--- src/shared/trf_pkg.sv ---
package trf_pkg;

  // ----------------------------------------------------------------
  // Record layout
  // ----------------------------------------------------------------
  localparam int unsigned REC_LEN        = 64;
  localparam logic [5:0]  OFS_ECHO       = 6'h00;
  localparam logic [5:0]  OFS_PAD1       = 6'h01;
  localparam logic [5:0]  OFS_TELE       = 6'h02;  // 2..29
  localparam logic [5:0]  OFS_TELE_END   = 6'h1e;  // first byte past telemetry
  localparam logic [5:0]  OFS_PART       = 6'h20;  // 32..51
  localparam logic [5:0]  OFS_PART_LAST  = 6'h33;
  localparam logic [5:0]  OFS_SERIAL     = 6'h34;  // 52..55
  localparam logic [5:0]  OFS_DATE_WEEK  = 6'h38;
  localparam logic [5:0]  OFS_DATE_YEAR  = 6'h39;
  localparam logic [5:0]  OFS_HW_REV     = 6'h3a;  // hardware_revision
  localparam logic [5:0]  OFS_HW_REV_LO  = 6'h3b;
  localparam logic [5:0]  OFS_FW_REV     = 6'h3c;  // firmware_revision
  localparam logic [5:0]  OFS_FW_REV_LO  = 6'h3d;
  localparam logic [5:0]  OFS_FILLER     = 6'h3e;  // filler_constant
  localparam logic [5:0]  OFS_CHECK      = 6'h3f;  // zero_sum_check
  localparam logic [5:0]  OFS_LAST       = 6'h3f;
  localparam int unsigned PART_CHARS     = 20;
  localparam int unsigned TELE_WORDS     = 14;     // bytes 2..29

  // ----------------------------------------------------------------
  // Constant byte values
  // ----------------------------------------------------------------
  localparam logic [7:0]  CMD_READ_ALL   = 8'h21;
  localparam logic [7:0]  FILLER_BYTE    = 8'haa;
  localparam logic [7:0]  ZERO_BYTE      = 8'h00;
  localparam logic [7:0]  ASCII_DASH     = 8'h2d;
  localparam logic [7:0]  ASCII_UPPER_A  = 8'h41;
  localparam logic [7:0]  ASCII_UPPER_Z  = 8'h5a;
  localparam logic [3:0]  BCD_MAX        = 4'h9;

  // Telemetry scale numerators over full scale 65535 (host side use)
  localparam real         SCALE_VOLT     = 20.48 / 65535.0;
  localparam real         SCALE_MAIN_I   = 80.0 / 65535.0;
  localparam real         SCALE_AUX_I    = 20.0 / 65535.0;

  // ----------------------------------------------------------------
  // Types
  // ----------------------------------------------------------------
  typedef enum logic [1:0] {
    TRF_IDLE = 2'b00,
    TRF_SUM  = 2'b01,
    TRF_SEND = 2'b11
  } trf_state_e;

  // Identity fields of the unit, all held by the caller
  typedef struct packed {
    logic [PART_CHARS*8-1:0] part_number;  // char 0 in top byte
    logic [31:0]             serial_bcd;   // 8 digits
    logic [7:0]              week_bcd;
    logic [7:0]              year_bcd;
    logic [7:0]              hw_rev_major; // '-' or 'A'..'Z'
    logic [7:0]              hw_rev_minor;
    logic [15:0]             fw_rev_bcd;   // 4 digits
  } trf_ident_s;

  // Telemetry, 14 words for record bytes 2..29, MSB first
  typedef struct packed {
    logic [TELE_WORDS*16-1:0] words;       // word 0 in top bits
  } trf_tele_s;

  // Byte stream towards the bus slave
  typedef struct packed {
    logic       valid;
    logic       last;
    logic [5:0] index;
    logic [7:0] data;
  } trf_byte_s;

endpackage : trf_pkg

--- src/logic/trf_byte_mux.sv ---
`timescale 1ns/10ps
// ------------------------------------------------------------------
// Record byte selector: byte at one index of the assembled record
// ------------------------------------------------------------------
module trf_byte_mux (
  // Index and sources
  input  wire logic [5:0]         idx,
  input  wire trf_pkg::trf_ident_s ident,
  input  wire trf_pkg::trf_tele_s  tele,
  input  wire logic [7:0]         check_byte,
  // Selected byte
  output logic [7:0]              byte_out
);

  logic [4:0] part_i;
  logic [4:0] tele_i;
  logic [1:0] ser_i;

  // Field sub-indices, cut to width on purpose
  assign part_i = 5'(idx - trf_pkg::OFS_PART);
  assign tele_i = 5'(idx - trf_pkg::OFS_TELE);
  assign ser_i  = 2'(idx - trf_pkg::OFS_SERIAL);

  // Field decode; unmapped bytes (1, 30, 31) read zero
  always_comb begin
    byte_out = trf_pkg::ZERO_BYTE;
    if (idx == trf_pkg::OFS_ECHO) begin
      byte_out = trf_pkg::CMD_READ_ALL;                    // RULE9
    end else if (idx >= trf_pkg::OFS_TELE && idx < trf_pkg::OFS_TELE_END) begin
      // Telemetry words, most significant byte first
      byte_out = tele.words[(trf_pkg::TELE_WORDS*16-1) - tele_i*8 -: 8]; // RULE3 RULE5
    end else if (idx >= trf_pkg::OFS_PART && idx <= trf_pkg::OFS_PART_LAST) begin
      byte_out = ident.part_number[(trf_pkg::PART_CHARS*8-1) - part_i*8 -: 8]; // RULE6
    end else if (idx >= trf_pkg::OFS_SERIAL && idx < trf_pkg::OFS_DATE_WEEK) begin
      byte_out = ident.serial_bcd[31 - ser_i*8 -: 8];     // RULE7
    end else begin
      unique case (idx)
        trf_pkg::OFS_DATE_WEEK:  byte_out = ident.week_bcd;      // RULE8
        trf_pkg::OFS_DATE_YEAR:  byte_out = ident.year_bcd;      // RULE8
        trf_pkg::OFS_HW_REV:     byte_out = ident.hw_rev_major;  // RULE1
        trf_pkg::OFS_HW_REV_LO:  byte_out = ident.hw_rev_minor;  // RULE1
        trf_pkg::OFS_FW_REV:     byte_out = ident.fw_rev_bcd[15:8]; // RULE2
        trf_pkg::OFS_FW_REV_LO:  byte_out = ident.fw_rev_bcd[7:0];  // RULE2
        trf_pkg::OFS_FILLER:     byte_out = trf_pkg::FILLER_BYTE;   // RULE3
        trf_pkg::OFS_CHECK:      byte_out = check_byte;             // RULE4
        default:                 byte_out = trf_pkg::ZERO_BYTE;
      endcase
    end
  end

endmodule : trf_byte_mux

--- src/logic/trf_formatter.sv ---
`timescale 1ns/10ps
// Summary of operation
// [RULE1] Hardware revision: two ASCII bytes 58-59
// [RULE2] Firmware revision: four BCD digits, bytes 60-61
// [RULE3] Byte 62 fixed AA; multibyte fields MSB first
// [RULE4] Byte 63 makes whole record sum zero
// [RULE5] Telemetry words scaled per quantity by host
// [RULE6] Part number ASCII from byte 32, zero padded
// [RULE7] Serial number eight BCD digits, bytes 52-55
// [RULE8] Week byte 56, year byte 57, BCD
// [RULE9] Read-all code 21h, 64 bytes, echoed first
// [RULE10] Checksum recomputed before each record starts
module trf_formatter (
  // Clock and reset
  input  wire logic               mclk,
  input  wire logic               sys_rst,
  // Command from the bus slave
  input  wire logic               cmd_valid,
  input  wire logic [7:0]         cmd_code,
  output logic                    cmd_ready,
  // Record sources, sampled at command accept
  input  wire trf_pkg::trf_ident_s ident,
  input  wire trf_pkg::trf_tele_s  tele,
  // Byte stream to the bus slave
  output trf_pkg::trf_byte_s      rec_out,
  input  wire logic               rec_ready,
  // Status
  output logic                    busy,
  output logic                    field_error,
  output logic                    cmd_rejected
);

  // ----------------------------------------------------------------
  // State
  // ----------------------------------------------------------------
  trf_pkg::trf_state_e state_r;
  trf_pkg::trf_ident_s ident_r;
  trf_pkg::trf_tele_s  tele_r;
  logic [5:0]          idx_r;
  logic [7:0]          sum_r;
  logic [7:0]          check_r;
  logic [7:0]          mux_byte;
  logic [7:0]          out_data_r;
  logic                out_valid_r;
  logic                out_last_r;
  logic [5:0]          out_idx_r;
  logic                field_err_r;
  logic                rejected_r;
  logic                accept;
  logic                out_take;
  logic                fields_bad;

  // Single selector shared by summing and sending passes
  trf_byte_mux trf_byte_mux_i (
    .idx        (idx_r),
    .ident      (ident_r),
    .tele       (tele_r),
    .check_byte (check_r),
    .byte_out   (mux_byte)
  );

  // ----------------------------------------------------------------
  // Command accept
  // ----------------------------------------------------------------
  assign cmd_ready = (state_r == trf_pkg::TRF_IDLE);
  assign accept    = cmd_valid && cmd_ready && (cmd_code == trf_pkg::CMD_READ_ALL); // RULE9
  assign out_take  = out_valid_r && rec_ready;

  // Revision and BCD sanity; bad fields are still sent, flagged only
  always_comb begin
    fields_bad = 1'b0;
    if (ident.hw_rev_major != trf_pkg::ASCII_DASH &&
        (ident.hw_rev_major < trf_pkg::ASCII_UPPER_A ||
         ident.hw_rev_major > trf_pkg::ASCII_UPPER_Z)) begin
      fields_bad = 1'b1;                                   // RULE1
    end
    for (int i = 0; i < 8; i++) begin
      if (ident.serial_bcd[i*4 +: 4] > trf_pkg::BCD_MAX) begin
        fields_bad = 1'b1;                                 // RULE7
      end
    end
    for (int i = 0; i < 4; i++) begin
      if (ident.fw_rev_bcd[i*4 +: 4] > trf_pkg::BCD_MAX) begin
        fields_bad = 1'b1;                                 // RULE2
      end
    end
    for (int i = 0; i < 2; i++) begin
      if (ident.week_bcd[i*4 +: 4] > trf_pkg::BCD_MAX ||
          ident.year_bcd[i*4 +: 4] > trf_pkg::BCD_MAX) begin
        fields_bad = 1'b1;                                 // RULE8
      end
    end
  end

  // ----------------------------------------------------------------
  // Sequencer: snapshot, sum pass over bytes 0..62, then send pass
  // ----------------------------------------------------------------
  always_ff @(posedge mclk) begin
    if (sys_rst) begin
      state_r <= trf_pkg::TRF_IDLE;
      idx_r   <= 6'h00;
    end else begin
      unique case (state_r)
        trf_pkg::TRF_IDLE: begin
          if (accept) begin
            state_r <= trf_pkg::TRF_SUM;                   // RULE10
            idx_r   <= trf_pkg::OFS_ECHO;
          end
        end
        trf_pkg::TRF_SUM: begin
          if (idx_r == trf_pkg::OFS_FILLER) begin
            state_r <= trf_pkg::TRF_SEND;
            idx_r   <= trf_pkg::OFS_ECHO;
          end else begin
            idx_r <= idx_r + 6'h01;
          end
        end
        trf_pkg::TRF_SEND: begin
          // Advance when the output stage is empty or being drained
          if (!out_valid_r || rec_ready) begin
            if (idx_r == trf_pkg::OFS_LAST) begin
              state_r <= trf_pkg::TRF_IDLE;
            end
            idx_r <= idx_r + 6'h01;
          end
        end
        default: state_r <= trf_pkg::TRF_IDLE;
      endcase
    end
  end

  // Snapshot keeps the record self-consistent while it streams
  always_ff @(posedge mclk) begin
    if (sys_rst) begin
      ident_r <= '0;
      tele_r  <= '0;
    end else if (accept) begin
      ident_r <= ident;
      tele_r  <= tele;
    end
  end

  // Running sum; checksum is its two's complement
  always_ff @(posedge mclk) begin
    if (sys_rst) begin
      sum_r   <= 8'h00;
      check_r <= 8'h00;
    end else if (accept) begin
      sum_r <= 8'h00;                                      // RULE10
    end else if (state_r == trf_pkg::TRF_SUM) begin
      if (idx_r == trf_pkg::OFS_FILLER) begin
        check_r <= 8'(8'h00 - (sum_r + mux_byte));         // RULE4
      end
      sum_r <= 8'(sum_r + mux_byte);
    end
  end

  // ----------------------------------------------------------------
  // Output register stage
  // ----------------------------------------------------------------
  always_ff @(posedge mclk) begin
    if (sys_rst) begin
      out_valid_r <= 1'b0;
      out_last_r  <= 1'b0;
      out_data_r  <= 8'h00;
      out_idx_r   <= 6'h00;
    end else if (state_r == trf_pkg::TRF_SEND && (!out_valid_r || rec_ready)) begin
      out_valid_r <= 1'b1;
      out_last_r  <= (idx_r == trf_pkg::OFS_LAST);
      out_data_r  <= mux_byte;                             // RULE3
      out_idx_r   <= idx_r;
    end else if (out_take) begin
      out_valid_r <= 1'b0;
      out_last_r  <= 1'b0;
    end
  end

  // Sticky status; the next accepted command clears cmd_rejected and reloads field_error
  always_ff @(posedge mclk) begin
    if (sys_rst) begin
      field_err_r <= 1'b0;
      rejected_r  <= 1'b0;
    end else begin
      if (accept) begin
        field_err_r <= fields_bad;
      end
      if (cmd_valid && cmd_ready && cmd_code != trf_pkg::CMD_READ_ALL) begin
        rejected_r <= 1'b1;
      end else if (accept) begin
        rejected_r <= 1'b0;
      end
    end
  end

  assign rec_out.valid = out_valid_r;
  assign rec_out.last  = out_last_r;
  assign rec_out.index = out_idx_r;
  assign rec_out.data  = out_data_r;
  assign busy          = (state_r != trf_pkg::TRF_IDLE) || out_valid_r;
  assign field_error   = field_err_r;
  assign cmd_rejected  = rejected_r;

endmodule : trf_formatter

--- config.mk ---
export PLATFORM = sky130hd
export DESIGN_NAME = trf_formatter
export DESIGN_NICKNAME = d
export VERILOG_FILES = /design/src/shared/trf_pkg.sv /design/src/logic/trf_byte_mux.sv /design/src/logic/trf_formatter.sv
export SDC_FILE = /design/constraint.sdc
export NUM_CORES = 1
export LEC_CHECK = 0
export BUFFER_PORTS_ARGS = -buffer_cell sky130_fd_sc_hd__buf_2
export CORE_AREA = 2 2 198 200
export CTS_CLUSTER_SIZE = 8
export DETAILED_ROUTE_END_ITERATION = 6
export DIE_AREA = 0 0 200 202
export PLACE_DENSITY = 0.85
export SLEW_MARGIN = 20
export SYNTH_ARGS = -nofsm -noshare
export SYNTH_HDL_FRONTEND = slang
export SYNTH_SLANG_ARGS = --single-unit
--- constraint.sdc ---
create_clock -name mclk -period 9.5 [get_ports mclk]
set_input_delay 2.85 -clock mclk [delete_from_list [all_inputs] [get_ports mclk]]
set_output_delay 2.85 -clock mclk [all_outputs]
set_load 0.05 [all_outputs]
==> flow_metrics.env <==
export IMPL_grt_max_degree=264
export IMPL_tritoncts="yes"
export IMPL_synth_area_per_cell_sq_um=8.33
export IMPL_vias_per_cell=6.02
export IMPL_wl_met2_um=34100
export IMPL_root_buffer="clkbuf_16"
export IMPL_worstSetupPathType="flip-flop to flip-flop"
export IMPL_area_growth_pct=20.2
export IMPL_dpl_cell_area_sq_um=24700
export IMPL_path_clk_slew_ns=0.05
export IMPL_worst_endpoint_arrival_ns=7.47
export IMPL_ys_async_sr_fraction_pct=0
export IMPL_drive_above_1_share_pct=23.2
export IMPL_p_leak_nw=9.61
export IMPL_worstPathRequired_ns=9.96
export IMPL_hold_viol=0
export IMPL_synth_adder_area_share_pct=1.33
export IMPL_min_period_ns=7.01
export IMPL_grt_pass1_vias=20700
export IMPL_synth_edf_count=0
export IMPL_synth_distinct_cells=68
export IMPL_yosysSeqAreaShare_pct=45.5
export IMPL_ios=496
export IMPL_pwr_density_cell_nw_per_um2=177
export IMPL_fillCellCount=2925
export IMPL_place_ws_ns=2.61
export IMPL_final_setup_viol_count=0
export IMPL_ctsResizeCount=0
export IMPL_clock_sinks=506
export IMPL_drtPass1Iterations=7
export IMPL_tightestPinTransition_ns=1.25
export IMPL_wl_met3_um=7760
export IMPL_synth_flop_cell="dfxtp_1"
export IMPL_syn_nets=3171
export IMPL_wirelength_um=73200
export IMPL_grt_antenna_before_repair=43
export IMPL_wl_met1_um=27200
export IMPL_synth_xor_area_share_pct=0.736
export IMPL_nNetsFinal=3547
export IMPL_timing_final_ws_setup_ns=2.49
export IMPL_grt_first_pass_wirelength_um=111000
export IMPL_drt_iter0_drc=2220
export IMPL_cts_setup_buffers=0
export IMPL_vias=21700
export IMPL_synth_top_family_by_area="simple AND/OR/NAND/NOR gates"
export IMPL_yosys_area_share_simple_pct=19.7
export IMPL_postCtsHoldBufs=0
export IMPL_synth_mux_area_fraction_pct=12.4
export IMPL_dr_max_layer_used="met5"
export IMPL_synth_warnings=0
export IMPL_track_usage_pct=35.4
export IMPL_place_hpwl_um=50400
export IMPL_fin_crit_sh_pct=73.8
export IMPL_die_w_um=200
export IMPL_ys_ff_latch=506
export IMPL_coreArea_sq_um=38300
export IMPL_final_seq_area_sq_um=10100
export IMPL_dieArea_sq_um=40400
export IMPL_wl_per_cell_um=20.3
export IMPL_fmax_ghz=0.143
export IMPL_h_tree_depth=3
export IMPL_fin_area_sq_um=26800
export IMPL_cap_violations=0
export IMPL_utilization_pct=69.9
export IMPL_slew_violations=0
export IMPL_finalSetupTns_ns=0
export IMPL_vdd_drop_max_mv=0.147
export IMPL_slew_headroom_pct=16.9
export IMPL_start_util_pct=58.1
export IMPL_clk_latency_ns=0.59
export IMPL_multi_input_area_sq_um=11200
export IMPL_cts_buffers=73
export IMPL_rsz0062_at_grt="no"
export IMPL_grt_overflow_total=0
export IMPL_die_y_um=202
export IMPL_cts_path_max_buffers=3
export IMPL_ant_nets=0
export IMPL_synth_area_sq_um=22300
export IMPL_path_max_fanout=27
export IMPL_syn_inst=2672
export IMPL_synth_compound_area_share_pct=16.0
export IMPL_outcome="finished with violations"
export IMPL_io_buffer_count=495
export IMPL_power_w=0.00474
export IMPL_clock_skew_ns=0.0151
export IMPL_violations="DRC"
export IMPL_hold_path_class="flip-flop to flip-flop"
export IMPL_start_kind="flip-flop"
export IMPL_gp_congestion=0.954
export IMPL_rows=72
export IMPL_drcViolationCount=18
export IMPL_endpoint_kind="flip-flop"
routing by layer:
metal  vias to the layer above  global-route usage (%)
li1                       9874                       -
met1                     10300                    44.3
met4                        22                    20.3
met5                         -                       0
met2                      1254                    55.1
met3                       282                    9.91
where the power goes:
| part | switching (W) | leakage [nW] | total (W) | internal, W |
|---|---|---|---|---|
| clock | 0.000912 | 0.963 | 0.00230 | 0.00139 |
| sequential | 0.00000420 | 4.08 | 0.00214 | 0.00213 |
| combinational | 0.000174 | 4.57 | 0.000302 | 0.000128 |
cells in the mapped netlist, drive strengths merged (6+ instances only):
library cell / count / area share [%]
a32oi: 8 / 0.31
o21a: 7 / 0.24
a211oi: 7 / 0.24
clkbuf: 176 / 3.0
nand2: 990 / 17
a22oi: 15 / 0.51
o21ai: 34 / 0.76
mux4: 117 / 12
dfxtp: 506 / 46
buf: 34 / 1.1
inv: 13 / 0.22
nor3: 7 / 0.18
ha: 22 / 1.2
o211ai: 6 / 0.20
xnor2: 9 / 0.35
nor2: 62 / 1.0
a22o: 6 / 0.24
a31oi: 6 / 0.17
nand3: 20 / 0.45
xor2: 7 / 0.28
a21oi: 524 / 12
worst max-delay path, cell delays in order, from the launching register on:
cell and delay (ns):
dfxtp_1 0.80, inv_1 0.36, ha_1 0.37, buf_4 0.35
clkinv_1 0.32, ha_1 0.73, inv_1 0.42, nor2_1 0.47
a311oi_1 0.20, a221o_1 0.35, nand2_1 0.09, nand3_1 0.15
inv_1 0.09, ha_1 0.23, a21oi_1 0.25, o211ai_1 0.19
a221oi_1 0.65, nor4_1 0.17, xnor2_1 0.18, and4b_1 0.21
a311o_1 0.32
cell families (layout without fill, tap and decap cells):
group,count (synthesis),after routing
AO/OA/AOI/OAI,654,654
other,0,29
buffers and inverters,225,609
XOR/XNOR,17,17
flip-flops,506,506
adder cells (fa/ha/maj),23,23
AND/OR/NAND/NOR,1123,1123
multiplexers,124,124
flip-flops by register name, summed over array words and instances (netlist names):
| signal | count |
|---|---|
| sum_r | 8 |
| tele_r | 224 |
| out_valid_r | 1 |
| out_last_r | 1 |
| field_error | 1 |
| idx_r | 6 |
| out_idx_r | 6 |
| state_r | 2 |
| ident_r | 240 |
| cmd_rejected | 1 |
| check_r | 8 |
| out_data_r | 8 |
layout by cell type, fill, tap and decap left out, types with 8 or more instances in the layout:
master / n
a21oi_1: 524
buf_4: 10
mux4_2: 104
ha_1: 22
clkbuf_16: 75
nand2_1: 990
a22oi_1: 15
a32oi_1: 8
xnor2_1: 9
diode_2: 29
dfxtp_1: 504
nor2_1: 62
buf_2: 494
inv_1: 13
nand3_1: 20
mux4_1: 13
o21ai_0: 32
area by class of cell:
cell class                 instances  area share, %
antenna                           29          0.271
clock buffer                      77           7.04
clock inverter                     6          0.309
inverter                          15          0.210
multi-input combinational       1941           41.8
sequential                       506           37.9
tap                              518           2.42
timing repair buffer             511           10.1
metrics by stage:
stage / cells / hold WS, ns
global route: 3600 / 0.463
finish: 3603 / 0.446
CTS: 3572 / 0.448
floorplan: 2672 / 0.427
global placement: 3489 / 0.434
detailed placement: 3489 / 0.441
final timing paths:
path	startpoint	cells past startpoint	slack, ns	to
hold / removal	ident_r[57]$_SDFFE_PP0P_	2	0.45	ident_r[57]$_SDFFE_PP0P_
setup / recovery	idx_r[2]$_SDFFE_PP0P_	20	2.49	check_r[7]$_SDFFE_PP0P_
hold reg to reg	ident_r[57]$_SDFFE_PP0P_	2	0.45	ident_r[57]$_SDFFE_PP0P_
setup reg to reg	idx_r[2]$_SDFFE_PP0P_	20	2.49	check_r[7]$_SDFFE_PP0P_
Note: power is estimated with default switching activity, not from simulation.
